### src/core/sps_pkg.sv
// Purpose: shared constants and types of the supply supervisor and watchdog
// Assumes: 50 MHz core clock
// Notes:   long counts are derived here and overridable on the top module
package sps_pkg;

  localparam int unsigned CLK_HZ        = 50_000_000;
  localparam int unsigned MS_PER_S      = 1000;
  // reset hold after the last cause clears, in ms
  localparam int unsigned RST_HOLD_MS   = 200;
  // nominal watchdog timeout in ms (1.6 s, window 1.0 .. 2.25 s)
  localparam int unsigned WDOG_MS       = 1600;
  localparam int unsigned RST_HOLD_CYC  = (CLK_HZ / MS_PER_S) * RST_HOLD_MS;
  localparam int unsigned WDOG_CYC      = (CLK_HZ / MS_PER_S) * WDOG_MS;

  // wide enough for 80e6 cycles
  localparam int unsigned CNT_W         = 27;
  localparam int unsigned SYNC_W        = 5;

  // synchroniser lane positions
  localparam int unsigned SY_MR         = 0;
  localparam int unsigned SY_SUPPLY     = 1;
  localparam int unsigned SY_KICK       = 2;
  localparam int unsigned SY_FLOAT      = 3;
  localparam int unsigned SY_PSENSE     = 4;

  localparam logic [SYNC_W-1:0] SYNC_RST = 5'h01;

  typedef enum logic [2:0] {
    ST_ASSERT = 3'h1,
    ST_HOLD   = 3'h2,
    ST_RUN    = 3'h4
  } sps_rst_state_t;

endpackage : sps_pkg

### src/core/sps_wdog_if.sv
// Purpose: carrier between the supervisor top and its watchdog timer
// Assumes: all members synchronous to core_clk_in
// Notes:   inputs already synchronised by the top
`timescale 1ns/1ps
`default_nettype none
interface sps_wdog_if;
  logic kick;
  logic kick_float;
  logic supply_low;
  logic expired_n;

  modport ctl (output kick, output kick_float, output supply_low, input expired_n);
  modport tmr (input kick, input kick_float, input supply_low, output expired_n);
endinterface : sps_wdog_if
`default_nettype wire

### src/core/sps_sync.sv
// Purpose: two-flop synchroniser, one lane per asynchronous input
// Assumes: lanes are independent levels
// Notes:   first stage is read only by the second stage
`timescale 1ns/1ps
`default_nettype none
module sps_sync
  import sps_pkg::*;
(
  input  wire logic              core_clk_in,
  input  wire logic              rst_n_in,
  input  wire logic [SYNC_W-1:0] async_in,
  output var  logic [SYNC_W-1:0] sync_out
);

  genvar gi;
  generate
    for (gi = 0; gi < SYNC_W; gi++) begin : g_lane
      logic meta_ff;
      logic nxt_meta;
      logic nxt_sync;

      always_comb begin
        nxt_meta = async_in[gi];
        nxt_sync = meta_ff;
      end

      always_ff @(posedge core_clk_in or negedge rst_n_in) begin
        if (!rst_n_in) begin
          meta_ff      <= SYNC_RST[gi];
          sync_out[gi] <= SYNC_RST[gi];
        end else begin
          meta_ff      <= nxt_meta;
          sync_out[gi] <= nxt_sync;
        end
      end
    end
  endgenerate

endmodule // sps_sync
`default_nettype wire

### src/core/sps_wdog.sv
// Purpose: watchdog timer restarted by any kick edge
// Assumes: interface inputs already synchronised
// Notes:   expiry only drives expired_n; it never resets the system itself
`timescale 1ns/1ps
`default_nettype none
module sps_wdog
  import sps_pkg::*;
#(
  parameter int unsigned WDOG_CYCLES = WDOG_CYC
) (
  input  wire logic   core_clk_in,
  input  wire logic   rst_n_in,
  sps_wdog_if.tmr     wd
);

  logic [CNT_W-1:0] cnt_ff;
  logic [CNT_W-1:0] nxt_cnt;
  logic             kick_prev_ff;
  logic             sup_prev_ff;
  logic             exp_n_ff;
  logic             nxt_exp_n;
  logic             kick_edge;

  assign kick_edge = wd.kick ^ kick_prev_ff;

  always_comb begin
    nxt_cnt   = cnt_ff;
    nxt_exp_n = exp_n_ff;
    if (wd.supply_low) begin
      nxt_cnt   = '0;
      nxt_exp_n = 1'b0;
    end else if (kick_edge || wd.kick_float || sup_prev_ff) begin
      nxt_cnt   = '0;
      nxt_exp_n = 1'b1;
    end else if (cnt_ff == CNT_W'(WDOG_CYCLES - 1)) begin
      nxt_exp_n = 1'b0;
    end else begin
      nxt_cnt = cnt_ff + CNT_W'(1);
    end
  end

  always_ff @(posedge core_clk_in or negedge rst_n_in) begin
    if (!rst_n_in) begin
      cnt_ff       <= '0;
      kick_prev_ff <= 1'b0;
      sup_prev_ff  <= 1'b0;
      exp_n_ff     <= 1'b1;
    end else begin
      cnt_ff       <= nxt_cnt;
      kick_prev_ff <= wd.kick;
      sup_prev_ff  <= wd.supply_low;
      exp_n_ff     <= nxt_exp_n;
    end
  end

  assign wd.expired_n = exp_n_ff;
endmodule // sps_wdog
`default_nettype wire

### src/core/sps_supervisor.sv
// Purpose: supply supervisor with reset hold, watchdog and power warning
// Assumes: 50 MHz free-running time base, no bus, all pins asynchronous
// Notes:   hold and timeout counts are parameters so a bench can shrink them
//
// Function
// - manual reset low asserts system reset
// - supply low asserts system reset
// - hold reset 200 ms after causes clear
// - active-high reset is complement of low
// - any kick edge restarts the watchdog
// - kick quiet past timeout drives expired low
// - expired low while supply below threshold
// - floating kick disables watchdog
// - watchdog expiry never resets system itself
// - power warning follows the sense comparator
// - power warning path independent of others
// - watchdog timeout 1.6 s nominal
`timescale 1ns/1ps
`default_nettype none
module sps_supervisor
  import sps_pkg::*;
#(
  parameter int unsigned RST_HOLD_CYCLES = RST_HOLD_CYC,
  parameter int unsigned WDOG_CYCLES     = WDOG_CYC
) (
  input  wire logic core_clk_in,
  input  wire logic rst_n_in,
  input  wire logic manual_rst_n_in,
  input  wire logic supply_low_in,
  input  wire logic wdog_kick_in,
  input  wire logic wdog_kick_float_in,
  input  wire logic power_sense_in,
  output var  logic sys_rst_n_out,
  output var  logic sys_rst_out,
  output var  logic wdog_expired_n_out,
  output var  logic power_warn_n_out
);

  ////////////////////////////////////////////////////////////////////////////
  logic [SYNC_W-1:0] raw_in;
  logic [SYNC_W-1:0] sync_s;
  logic              mr_s;
  logic              supply_s;
  logic              psense_s;
  logic              rst_cause;

  always_comb begin
    raw_in            = '0;
    raw_in[SY_MR]     = manual_rst_n_in;
    raw_in[SY_SUPPLY] = supply_low_in;
    raw_in[SY_KICK]   = wdog_kick_in;
    raw_in[SY_FLOAT]  = wdog_kick_float_in;
    raw_in[SY_PSENSE] = power_sense_in;
  end

  sps_sync u_sync (
    .core_clk_in (core_clk_in),
    .rst_n_in    (rst_n_in),
    .async_in    (raw_in),
    .sync_out    (sync_s)
  );

  assign mr_s     = sync_s[SY_MR];
  assign supply_s = sync_s[SY_SUPPLY];
  assign psense_s = sync_s[SY_PSENSE];

  assign rst_cause = supply_s | ~mr_s;

  ////////////////////////////////////////////////////////////////////////////
  // reset hold state machine
  sps_rst_state_t   state_ff;
  sps_rst_state_t   nxt_state;
  logic [CNT_W-1:0] hold_cnt_ff;
  logic [CNT_W-1:0] nxt_hold_cnt;
  logic             sys_rst_n_ff;
  logic             sys_rst_ff;
  logic             nxt_rst_n;

  always_comb begin
    nxt_state    = state_ff;
    nxt_hold_cnt = hold_cnt_ff;
    if (rst_cause) begin
      nxt_state    = ST_ASSERT;
      nxt_hold_cnt = '0;
    end else begin
      case (state_ff)
        ST_ASSERT: begin
          nxt_state    = ST_HOLD;
          nxt_hold_cnt = '0;
        end
        ST_HOLD: begin
          if (hold_cnt_ff == CNT_W'(RST_HOLD_CYCLES - 1)) begin
            nxt_state = ST_RUN;
          end else begin
            nxt_hold_cnt = hold_cnt_ff + CNT_W'(1);
          end
        end
        ST_RUN: begin
          nxt_state = ST_RUN;
        end
        default: begin
          nxt_state    = ST_ASSERT;
          nxt_hold_cnt = '0;
        end
      endcase
    end
    nxt_rst_n = (nxt_state == ST_RUN);
  end

  // power-up counts as a cause, so the hold also runs after reset release
  always_ff @(posedge core_clk_in or negedge rst_n_in) begin
    if (!rst_n_in) begin
      state_ff     <= ST_ASSERT;
      hold_cnt_ff  <= '0;
      sys_rst_n_ff <= 1'b0;
      sys_rst_ff   <= 1'b1;
    end else begin
      state_ff     <= nxt_state;
      hold_cnt_ff  <= nxt_hold_cnt;
      sys_rst_n_ff <= nxt_rst_n;
      sys_rst_ff   <= ~nxt_rst_n;
    end
  end

  assign sys_rst_n_out = sys_rst_n_ff;
  assign sys_rst_out   = sys_rst_ff;

  ////////////////////////////////////////////////////////////////////////////
  // watchdog
  sps_wdog_if wd_if ();

  assign wd_if.kick       = sync_s[SY_KICK];
  assign wd_if.kick_float = sync_s[SY_FLOAT];
  assign wd_if.supply_low = supply_s;

  sps_wdog #(
    .WDOG_CYCLES (WDOG_CYCLES)
  ) u_wdog (
    .core_clk_in (core_clk_in),
    .rst_n_in    (rst_n_in),
    .wd          (wd_if.tmr)
  );

  assign wdog_expired_n_out = wd_if.expired_n;

  ////////////////////////////////////////////////////////////////////////////
  // power warning: shares nothing but clock and reset with the rest
  logic pwarn_n_ff;
  logic nxt_pwarn_n;

  always_comb begin
    nxt_pwarn_n = psense_s;
  end

  always_ff @(posedge core_clk_in or negedge rst_n_in) begin
    if (!rst_n_in) begin
      pwarn_n_ff <= 1'b0;
    end else begin
      pwarn_n_ff <= nxt_pwarn_n;
    end
  end

  assign power_warn_n_out = pwarn_n_ff;
endmodule // sps_supervisor
`default_nettype wire

### config.mk
export PLATFORM = sky130hd
export DESIGN_NAME = sps_supervisor
export DESIGN_NICKNAME = d
export VERILOG_FILES = /design/src/core/sps_pkg.sv /design/src/core/sps_wdog_if.sv /design/src/core/sps_sync.sv /design/src/core/sps_wdog.sv /design/src/core/sps_supervisor.sv
export SDC_FILE = /design/constraint.sdc
export NUM_CORES = 1
export LEC_CHECK = 0
export BUFFER_PORTS_ARGS = -buffer_cell sky130_fd_sc_hd__buf_2
export CORE_ASPECT_RATIO = 0.7
export CORE_MARGIN = 3
export CORE_UTILIZATION = 35
export CTS_CLUSTER_DIAMETER = 30
export CTS_CLUSTER_SIZE = 30
export DETAILED_ROUTE_END_ITERATION = 10
export SLEW_MARGIN = 40
export SYNTH_ARGS = -nofsm -noshare
export SYNTH_HDL_FRONTEND = slang
export SYNTH_HIERARCHICAL = 1
export SYNTH_SLANG_ARGS = --single-unit
### constraint.sdc
create_clock -name core_clk_in -period 3.1 [get_ports core_clk_in]
set_input_delay 0.155 -clock core_clk_in [delete_from_list [all_inputs] [get_ports core_clk_in]]
set_output_delay 0.155 -clock core_clk_in [all_outputs]
set_load 0.05 [all_outputs]
# --- Yosys cells after proc, flatten, opt, wreduce, memory -nomap -nowiden ---
# Index checks and enable logic that the tools add are counted.
totals:
  reg_bits: 73
  in_bits: 7
  output_inout_bits: 4
  wordCells: 50
classes:
  n_addsub: 2
  eq_ne: 9
  n_mux: 12
  n_bitwise: 4
  n_reduce_logical: 4
ops:
  columns: ["cell", "n"]
  rows:
  - ["2-to-1 mux 27 bit", 5]
  - ["adder 27 x 1 -> 27 bit, second input constant", 2]
  - ["case mux 27 bit (2 select lines)", 1]
  - ["== test 27 x 24 -> 1 bit, second input constant", 1]
  - ["== test 27 bit, second input constant", 1]
  - ["case mux 3 bit (3 select lines)", 1]
  - ["== test 3 bit, second input constant", 2]
  - ["2-to-1 mux 3 bit", 2]
  - ["== test 3 x 1 -> 1 bit, second input constant", 1]
  - ["== test 3 x 2 -> 1 bit, second input constant", 1]
  - ["2-to-1 mux 1 bit", 3]
  - ["!= test 3 x 2 -> 1 bit, second input constant", 1]
  - ["!= test 3 bit, second input constant", 1]
  - ["nonzero test 3 bit", 1]
  - ["logical OR 1 bit", 2]
  - ["!= test 2 bit, second input constant", 1]
  - ["inverter 1 bit", 2]
  - ["AND reduction 2 bit", 1]
  - ["bitwise OR 1 bit", 1]
  - ["XOR 1 bit", 1]

# --- Longest topological paths before layout ---
# Gate-level depths: netlist of run 1.
depth:
  depth_word: 6
  ltp_mapped: 8
  mapped_depth_nobuf: 7

# --- By module ---
# The synthesis of run 1 kept the hierarchy.
by_module_without_submodules:
  columns: ["mod", "instances", "cells_per_inst", "area_each_um2", "seq_area_each_um2"]
  rows:
  - ["sps_supervisor", 1, 187, 1799.2, 828.3]
  - ["sps_wdog", 1, 167, 1649.1, 752.0]
  - ["sps_sync", 1, 10, 252.7, 252.7]

# --- Worst setup path after synthesis of run 1 ---
# Ideal clock, no wire load.
synth_timing:
  kind: "flip-flop to flip-flop"
  startpoint: "reg hold_cnt_ff[13]"
  endpoint: "reg hold_cnt_ff[4]"
  arrival_ns: 1.815
  t_required_ns: 2.976
  slack_ns: 1.161
  stages_incl_launch_ff: 9
  n_path_buf: 3
  period_less_slack_ns: 1.939
  path_cell_list: "dfrtp_1 buf_6 or4b_1 nor4_1 and4_1 buf_6 buf_12 nor4_1 a211o_1"
synth_via:
  elab_chain_len: 3
synth_lines:
  columns: ["item", "line", "source"]
  rows:
  - ["start, declared", "sps_supervisor.sv:73", "logic [CNT_W-1:0] hold_cnt_ff;"]
  - ["start signal, assigned", "sps_supervisor.sv:119", "hold_cnt_ff <= nxt_hold_cnt;"]
  - ["== test 27 x 24 -> 1 bit", "sps_supervisor.sv:92", "if (hold_cnt_ff == CNT_W'(RST_HOLD_CYCLES - 1)) begin"]
  - ["!= test 3 bit (no source line)", null, null]
  - ["AND reduction 2 bit (no source line)", null, null]
# No other way between the ends.
# A chain may end at the register's enable or synchronous reset.

# --- Worst setup path after layout of run 1 ---
layout_timing:
  startpoint: "reg hold_cnt_ff[0]"
  endpoint: "reg hold_cnt_ff[2]"
layout_via:
  elab_chain_len: 4
layout_lines:
  columns: ["item", "line", "source"]
  rows:
  - ["adder 27 x 1 -> 27 bit", "sps_supervisor.sv:95", "nxt_hold_cnt = hold_cnt_ff + CNT_W'(1);"]
  - ["2-to-1 mux 27 bit", "sps_supervisor.sv:92", null]
  - ["case mux 27 bit (2 select lines)", "sps_supervisor.sv:86", "case (state_ff)"]
  - ["2-to-1 mux 27 bit", "sps_supervisor.sv:82", "if (rst_cause) begin"]
# Parallel ways exist; a longest one is shown, timed or not. The select of a mux whose other input is x is not followed.

==> key figures, run 1 <==
Critical path
  • Largest fanout on the critical path: 15
  • Worst path arrival time: ~2500 ps
  • Type of the worst setup path: reg -> reg
  • CP top delay family: simple AND/OR/NAND/NOR gates
  • Worst EP required: around 3300 ps
  • CP peak stage delay: around 600 ps
  • Crit path cell chain: ha_1 > nand3_1 > nor4_1 > and4_1 > nand2b_1 > o21ai_0
  • Worst Setup Start Kind: flop
  • CP bufs+invs: 0
  • CP Capture Type: flop
  • CP max-delay cell: and4_1

Yosys
  • Ys Warns: 6
  • Syn_area_per_cell: between 10 and 15 um^2
  • Synth top area share: 0.460
  • Seq/Total Area, Yosys: 0.495
  • Commonest cells post-synth: dfrtp_1 (68), nor2_1 (37), nand2_1 (25)
  • Post-synth EDFFs: 0
  • Synth area leaders: dfrtp_1 (46%), nor2_1 (3.8%), dfstp_2 (3.5%), xor2_1 (3.3%), nand3_1 (3.0%)
  • Main synth FF type: dfrtp_1
  • Syn Nets: about 370
  • Post-Syn Area: around 3700 um^2
  • Synth area leader: dfrtp_1
  • Top-count cell post-synth: dfrtp_1
  • Async SR Flop Fraction: 1.00
  • Netlist cell types: 65
  • Synthesis-stage register bit count: 73
  • Cells after Synth: around 360

Clocking
  • H-tree Lvls: 3
  • Worst-Skew Late Latency: 330 ps
  • Sink Count: 73
  • CTS root buffer: clkbuf_16
  • # resized after CTS: 0
  • Register clock-pin slew on the reported worst setup and hold paths: approximately 60 ps
  • TritonCTS clock tree: yes
  • Clk buf depth: 2
  • CTS buffer count: 9

Worst hold path
  • HP Class: reg -> reg

Drt
  • Initial drt markers: 202
  • Via Count: roughly 2800
  • Post-DR wirelength/cell: 15.2 um
  • Vias/cell: around 5.5
  • Antenna viol nets, final: 0
  • Drt total wl: slightly below 8000 um
  • Post-route DRC: 0
  • Drt pass-1 iters: 6

GRT
  • Initial antenna violation count: 0
  • Number of global-route vias before repair: 2610
  • Global Route Usage Sum: 0.141
  • First-pass GRT wire length: approximately 13000 um
  • Largest net degree at the start of global routing: 74
  • Total grt overflow: 0

STA
  • Min Tclk post-route: ~2300 ps
  • Final Cycle Share: 0.747
  • Max-slew violations: 0
  • Worst slew margin: 0.493
  • Worst Max-Slew Pin Slew: approximately 750 ps
  • Setup TNS: 0 ps
  • Max Fclk: 432 MHz
  • Setup ws final: ~780 ps
  • Setup Viol. Count Final: 0
  • Skew final: between 5 and 6 ps
  • Hold Fails Final Rpt: 0
  • RSZ-0062 raised after global routing: false

Placed design
  • PortBufs: 10
  • Pre-CTS setup slack: between 800 and 900 ps
  • Placed Cells: about 500
  • Dpl hpwl: approximately 5000 um
  • GP Congestion: slightly below 0.8

Die
  • Core Box Area: roughly 10000 um^2
  • Die Width: 129 um
  • Row count: 30
  • Die height: 92.0 um
  • # IOs: 11
  • Starting Density: 0.371
  • Die area: 11900 um^2

Power and ir drop
  • Pwr Density: between 500 and 600 nW/um^2
  • Final Power: around 0.0021 W
  • Leakage: ~1.7 nW
  • Worst vdd ir: approximately 0.40 mV

Cells and area
  • Nets: between 300 and 400
  • Non-Filler Instances: 511
  • Ant. Diodes: 0
  • Ratio of cells with drive above 1 in the final layout: 0.138
  • P&R area growth vs syn: 13.8%

Run
  • Max Cap Violations: 0

Run status
  • Outcome: completed
[repair_timing]
item,CTS,global route
hold buffers,6,0
endpoints found under the hold margin,73,0
setup buffers,0,0
[placed cells by master (no fill, tap or decap), types with 11 or more instances in the layout]
| cell type | count |
|---|---|
| a21oi_1 | 14 |
| dfrtp_1 | 68 |
| nand2_1 | 25 |
| nand3_1 | 22 |
| nand4_1 | 11 |
| nor2_1 | 37 |
| nor4_1 | 14 |
| o21ai_0 | 17 |
| xnor2_1 | 12 |
| xor2_1 | 14 |
[path summary, 6_finish.rpt]
path,slack [ps],depth (start not counted),endpoint,startpoint
setup / recovery,780,6,hold_cnt_ff[2]$_DFFE_PN0P_,hold_cnt_ff[0]$_DFFE_PN0P_
hold / removal,350,0,u_sync/sync_out[2]$_DFF_PN0_,u_sync/g_lane[2].meta_ff$_DFF_PN0_
setup reg to reg,780,6,hold_cnt_ff[2]$_DFFE_PN0P_,hold_cnt_ff[0]$_DFFE_PN0P_
hold reg to reg,350,0,u_sync/sync_out[2]$_DFF_PN0_,u_sync/g_lane[2].meta_ff$_DFF_PN0_
max in group asynchronous,2230,2,u_wdog/cnt_ff[0]$_DFFE_PN0P_,rst_n_in
min in group asynchronous,390,2,hold_cnt_ff[17]$_DFFE_PN0P_,rst_n_in
[kinds of logic (layout without fill, tap and decap cells)]
logic type	after synthesis	count (layout)	share of synthesized area
simple gates	173	173	0.281
flops	73	73	0.495
compound gates	63	63	0.108
xor+xnor	26	26	0.0615
buf+inv	24	43	0.0389
fa+ha+maj	3	3	0.0101
mux	2	2	0.00541
[flip-flops by register name (all words and copies together), names as in the netlist]
register               count
u_sync/g_lane.meta_ff      5
u_wdog/cnt_ff             27
hold_cnt_ff               27
u_wdog/kick_prev_ff        1
u_wdog/wd.expired_n        1
u_sync/sync_out            5
u_wdog/sup_prev_ff         1
sys_rst_out                1
sys_rst_n_out              1
state_ff                   3
power_warn_n_out           1
[power by group]
part	total, W	internal [W]	switching [W]
Combinational	0.0000523	0.0000167	0.0000356
Clock	0.00111	0.000704	0.000403
Sequential	0.000976	0.000967	0.00000830
Total	0.00213	0.00169	0.000447
[metrics by stage]
step	cell area, um^2	hold WS, ps	utilization
floorplan	3700	-141	-
global placement	3820	264	0.383
detailed placement	3830	221	0.383
CTS	4210	350	0.421
global route	4210	366	0.422
finish	4210	348	0.422
[area by class of cell]
class	count	area (um^2)
fill	932	5770
inverter	8	30.0
sequential	73	1830
tap	128	160
clock inverter	7	95.1
timing repair buffer	19	139
clock buffer	9	225
multi-input combinational	267	1730
[per-layer routing]
metal | global-route usage | up-vias | wire, um | share of wire
met5 | 0 | - | 0 | 0
met4 | 0.0358 | 0 | 78 | 0.010
met3 | 0.0460 | 5 | 392 | 0.051
met2 | 0.180 | 61 | 3070 | 0.40
met1 | 0.224 | 1372 | 4220 | 0.54
li1 | - | 1377 | - | -
No activity file was read; power rests on OpenSTA's default activity.
==> inputs of run 2 (changes only) <==
==> constraint.sdc (replaced) <==
create_clock -name core_clk_in -period 2.4 [get_ports core_clk_in]
set_input_delay 0.12 -clock core_clk_in [delete_from_list [all_inputs] [get_ports core_clk_in]]
set_output_delay 0.12 -clock core_clk_in [all_outputs]
set_load 0.05 [all_outputs]
==> key figures, run 2 (synthesis gave the netlist of run 1 again) <==
Cells and area
  • Ant. Diodes: 0
  • Nets: roughly 390
  • Most frequent cells in the layout: dfrtp_1 (68), nor2_1 (37), nand2_1 (25)
  • Most common cell after layout, fill and taps aside: dfrtp_1
  • P&R area growth vs syn: 15.4%
  • Top flop regs: hold_cnt_ff x27, u_wdog/cnt_ff x27
  • Core Util, Final: 0.428
  • Ratio of cells with drive above 1 in the final layout: 0.147

STA
  • Hold Fails Final Rpt: 0
  • RSZ-0062 raised after global routing: false
  • Max-slew violations: 0
  • Worst slew margin: 0.508
  • Setup TNS: 0 ps
  • Final Cycle Share: 0.902
  • Min Tclk post-route: 2160 ps
  • Skew final: about 10 ps
  • Worst Max-Slew Pin Slew: between 700 and 800 ps
  • Setup Viol. Count Final: 0
  • Max Fclk: around 460 MHz

Drt
  • Vias/cell: 5.52
  • Post-DR wirelength/cell: between 15 and 20 um
  • Via Count: between 2000 and 3000
  • Drt total wl: around 7900 um
  • Antenna viol nets, final: 0
  • Post-route DRC: 0
  • Initial drt markers: 200
  • Drt pass-1 iters: 6

Power and ir drop
  • Worst vdd ir: between 0.4 and 0.5 mV
  • Pwr Density: approximately 670 nW/um^2
  • Leakage: between 1.5 and 2 nW

GRT
  • Number of global-route vias before repair: 2695
  • Global Route Usage Sum: 0.144
  • First-pass GRT wire length: 13900 um
  • Initial antenna violation count: 0
  • Total grt overflow: 0
  • Largest net degree at the start of global routing: 74

Clocking
  • Sink Count: 73
  • H-tree Lvls: 3
  • Post-CTS Repair Setup Buffers: 0
  • CTS buffer count: 9
  • Register clock-pin slew on the reported worst setup and hold paths: around 60 ps
  • Worst-Skew Late Latency: between 300 and 400 ps
  • TritonCTS clock tree: yes
  • Clk buf depth: 2
  • CTS root buffer: clkbuf_16

Die
  • Starting Density: 0.371
  • Core Box Area: roughly 10000 um^2
  • Die Width: 129 um
  • # IOs: 11
  • Row count: 30
  • Die area: about 12000 um^2
  • Die height: around 92 um

Critical path
  • CP max-delay cell: and4_1
  • Worst path arrival time: about 2400 ps
  • Worst EP required: 2610 ps
  • Largest fanout on the critical path: 11
  • Reg2reg setup slack: roughly 240 ps
  • RR Startpoint: u_wdog/cnt_ff[0]$_DFFE_PN0P_
  • CP peak stage delay: 500 ps
  • CP Capture Type: flop
  • Worst r2r dst: u_wdog/cnt_ff[8]$_DFFE_PN0P_
  • Type of the worst setup path: reg -> reg
  • Crit path cell chain: ha_1 > nand4bb_2 > nor4_1 > and4_1 > buf_4 > or3_1 > a21oi_1
  • Worst Setup Start Kind: flop
  • Worst r2r path cells: 7

Placed design
  • PortBufs: 10
  • GP Congestion: 0.846
  • Dpl hpwl: around 5300 um

Run status
  • Outcome: completed

Worst hold path
  • Hold Crit Start: u_sync/g_lane[2].meta_ff$_DFF_PN0_
  • WHS Endpoint: u_sync/sync_out[2]$_DFF_PN0_
  • Hold depth: 0
  • HP Class: reg -> reg

Run
  • Max Cap Violations: 0
## run 2: power breakdown
part / internal, W / leakage [nW] / switching [W]
sequential: 0.00125 / 0.977 / 0.0000111
combinational: 0.0000217 / 0.588 / 0.0000460
clock: 0.00104 / 0.166 / 0.000501
## run 2: stage by stage
step / hold slack (ps) / cells / instance area (um^2) / power (W) / setup slack (ps)
floorplan: -176 / 364 / 3700 / 0.00130 / 461
global route: 358 / 516 / 4270 / 0.00297 / 80.2
finish: 346 / 516 / 4270 / 0.00287 / 235
detailed placement: 188 / 494 / 3860 / 0.00135 / 218
global placement: 228 / 494 / 3860 / 0.00134 / 284
CTS: 350 / 516 / 4270 / 0.00291 / 187
## run 2: how the worst max path moves through the flow
stage / start / to / slack [ps] / depth (start not counted)
after floorplan: hold_cnt_ff[13]$_DFFE_PN0P_ / hold_cnt_ff[4]$_DFFE_PN0P_ / 460 / 8
after global placement: hold_cnt_ff[13]$_DFFE_PN0P_ / hold_cnt_ff[2]$_DFFE_PN0P_ / 280 / 5
after detailed placement: hold_cnt_ff[13]$_DFFE_PN0P_ / hold_cnt_ff[2]$_DFFE_PN0P_ / 220 / 5
after CTS: hold_cnt_ff[13]$_DFFE_PN0P_ / hold_cnt_ff[2]$_DFFE_PN0P_ / 190 / 5
after global routing: u_wdog/cnt_ff[1]$_DFFE_PN0P_ / u_wdog/cnt_ff[13]$_DFFE_PN0P_ / 80 / 7
final: u_wdog/cnt_ff[0]$_DFFE_PN0P_ / u_wdog/cnt_ff[8]$_DFFE_PN0P_ / 240 / 7
## run 2: layer usage
metal | vias to the layer above | global-route usage | wire length, um
met5 | - | 0 | 0
met4 | 0 | 0.0288 | 75
li1 | 1383 | - | -
met2 | 64 | 0.181 | 3080
met1 | 1395 | 0.235 | 4290
met3 | 8 | 0.0448 | 444
## run 2: final cells by class
type                            count  area (um^2)
Inverter                            8         30.0
Multi-Input combinational cell    267         1730
Tap cell                          128          160
Clock inverter                      5          103
Sequential cell                    73         1830
Fill cell                         957         5710
Timing Repair Buffer               24          176
Clock buffer                       11          243
## run 2: what timing repair did
action                     in CTS  in global routing
resized for setup               0                  1
hold buffers                    6                  0
hold endpoints to repair       73                  0
setup endpoints to repair       0                  1
## run 2: critical path: cells and delay by family (launching register included)
| family | cells | cell delay [ps] |
|---|---|---|
| AO/OA/AOI/OAI | 1 | 60 |
| adder cells (fa/ha/maj) | 1 | 280 |
| buffers and inverters | 1 | 230 |
| flip-flops | 1 | 400 |
| AND/OR/NAND/NOR | 4 | 1070 |
==> inputs of run 3 (changes only) <==
--- a/config.mk
+++ b/config.mk
@@ -9,6 +9,7 @@
 export CORE_ASPECT_RATIO = 0.7
 export CORE_MARGIN = 3
 export CORE_UTILIZATION = 35
+export CTS_BUF_LIST = sky130_fd_sc_hd__clkbuf_8 sky130_fd_sc_hd__clkbuf_16
 export CTS_CLUSTER_DIAMETER = 30
 export CTS_CLUSTER_SIZE = 30
 export DETAILED_ROUTE_END_ITERATION = 10
==> key figures, run 3 (synthesis gave the netlist of run 1 again) <==
Run status
  • Outcome: completed

Drt
  • Via Count: 2853
  • Vias/cell: between 5 and 6
  • Drt pass-1 iters: 6
  • Post-route DRC: 0
  • Initial drt markers: 200
  • Drt total wl: around 8000 um
  • Antenna viol nets, final: 0
  • Post-DR wirelength/cell: ~15 um

Clocking
  • CTS buffer count: 9
  • H-tree Lvls: 3
  • Sink Count: 73
  • CTS root buffer: clkbuf_16
  • TritonCTS clock tree: yes
  • Worst-Skew Late Latency: ~330 ps
  • Post-CTS Repair Setup Buffers: 0
  • Clk buf depth: 2
  • Register clock-pin slew on the reported worst setup and hold paths: about 60 ps

STA
  • RSZ-0062 raised after global routing: false
  • Worst Max-Slew Pin Slew: 734 ps
  • Max Fclk: 461 MHz
  • Final Cycle Share: 0.903
  • Setup TNS: 0 ps
  • Worst hold slack: roughly 350 ps
  • Min Tclk post-route: roughly 2200 ps
  • Setup Viol. Count Final: 0
  • Hold Fails Final Rpt: 0
  • Worst slew margin: 0.506
  • Max-slew violations: 0
  • Skew final: roughly 9.8 ps

Critical path
  • CP max-delay cell: and4_1
  • Worst Setup Start Kind: flop
  • CP peak stage delay: approximately 500 ps
  • Type of the worst setup path: reg -> reg
  • Largest fanout on the critical path: 11
  • Worst EP required: around 2600 ps
  • CP Capture Type: flop
  • Worst path arrival time: 2380 ps
  • Crit path cell chain: ha_1 > nand4bb_2 > nor4_1 > and4_1 > buf_4 > or3_1 > a21oi_1

Die
  • Core Box Area: 9980 um^2
  • # IOs: 11
  • Row count: 30
  • Starting Density: 0.371
  • Die area: between 10000 and 15000 um^2
  • Die height: around 92 um
  • Die Width: 129 um

Cells and area
  • Most frequent cells in the layout: dfrtp_1 (68), nor2_1 (37), nand2_1 (25)
  • Multi-input logic area: 1730 um^2
  • Most common cell after layout, fill and taps aside: dfrtp_1
  • Ratio of cells with drive above 1 in the final layout: 0.147
  • Nets: a little under 400
  • P&R area growth vs syn: 15.4%
  • Fill cells: approximately 960
  • Top flop regs: hold_cnt_ff x27, u_wdog/cnt_ff x27
  • Ant. Diodes: 0
  • FF/Latch Area: approximately 1800 um^2

GRT
  • Largest net degree at the start of global routing: 74
  • Number of global-route vias before repair: between 2000 and 3000
  • First-pass GRT wire length: between 10000 and 15000 um
  • Global Route Usage Sum: 0.144
  • Total grt overflow: 0
  • Initial antenna violation count: 0

Power and ir drop
  • Final Power: approximately 0.0029 W
  • Worst vdd ir: between 0.4 and 0.5 mV
  • Pwr Density: around 670 nW/um^2
  • Leakage: about 1.7 nW

Placed design
  • GP Congestion: roughly 0.85
  • PortBufs: 10
  • Dpl hpwl: 5330 um

Worst hold path
  • HP Class: reg -> reg

Run
  • Max Cap Violations: 0
-- run 3: worst max-delay path, delay by kind of cell, from the launching register on --
| kind | cells | cell delay (ps) |
|---|---|---|
| buf+inv | 1 | 230 |
| fa+ha+maj | 1 | 280 |
| compound gates | 1 | 60 |
| simple gates | 4 | 1070 |
| flops | 1 | 400 |
-- run 3: metrics by stage --
step	instance area [um^2]	setup WS, ps	cells	util
2_1_floorplan	3700	461	364	-
3_3_place_gp	3860	284	494	0.387
3_5_place_dp	3860	218	494	0.387
4_1_cts	4270	187	516	0.428
5_1_grt	4270	80.2	516	0.428
6_report	4270	233	516	0.428
-- run 3: area by class of cell --
class                           instances  area share
Clock buffer                           10      0.0560
Tap cell                              128      0.0375
Timing Repair Buffer                   24      0.0413
Multi-Input combinational cell        267       0.404
Sequential cell                        73       0.429
Clock inverter                          6      0.0249
Inverter                                8     0.00703
-- run 3: per-layer routing --
| layer | vias to the layer above | share of wire | wire length, um | global-route usage |
|---|---|---|---|---|
| met5 | - | 0 | 0 | 0 |
| met4 | 0 | 0.0095 | 75 | 0.0288 |
| met3 | 8 | 0.059 | 465 | 0.0448 |
| met2 | 68 | 0.39 | 3080 | 0.181 |
| met1 | 1393 | 0.54 | 4260 | 0.235 |
| li1 | 1384 | - | - | - |
-- run 3: final timing paths --
path	start	end	slack, ps	depth (start not counted)
min	u_sync/g_lane[4].meta_ff$_DFF_PN0_	u_sync/sync_out[4]$_DFF_PN0_	350	0
min reg2reg	u_sync/g_lane[4].meta_ff$_DFF_PN0_	u_sync/sync_out[4]$_DFF_PN0_	350	0
max reg2reg	u_wdog/cnt_ff[0]$_DFFE_PN0P_	u_wdog/cnt_ff[8]$_DFFE_PN0P_	230	7
max in group asynchronous	rst_n_in	state_ff[1]$_DFF_PN0_	1550	2
min in group asynchronous	rst_n_in	hold_cnt_ff[16]$_DFFE_PN0P_	360	2
max	u_wdog/cnt_ff[0]$_DFFE_PN0P_	u_wdog/cnt_ff[8]$_DFFE_PN0P_	230	7
-- run 3: repair_timing --
item	in CTS	in global routing
endpoints found under the hold margin	73	0
setup endpoints to repair	0	1
hold buffers	6	0
resized for setup	0	1
-- run 3: power breakdown --
| group | switching [W] | total, W | internal, W |
|---|---|---|---|
| Combinational | 0.0000460 | 0.0000678 | 0.0000217 |
| Clock | 0.000501 | 0.00154 | 0.00104 |
| Sequential | 0.0000111 | 0.00126 | 0.00125 |
| Total | 0.000558 | 0.00287 | 0.00231 |
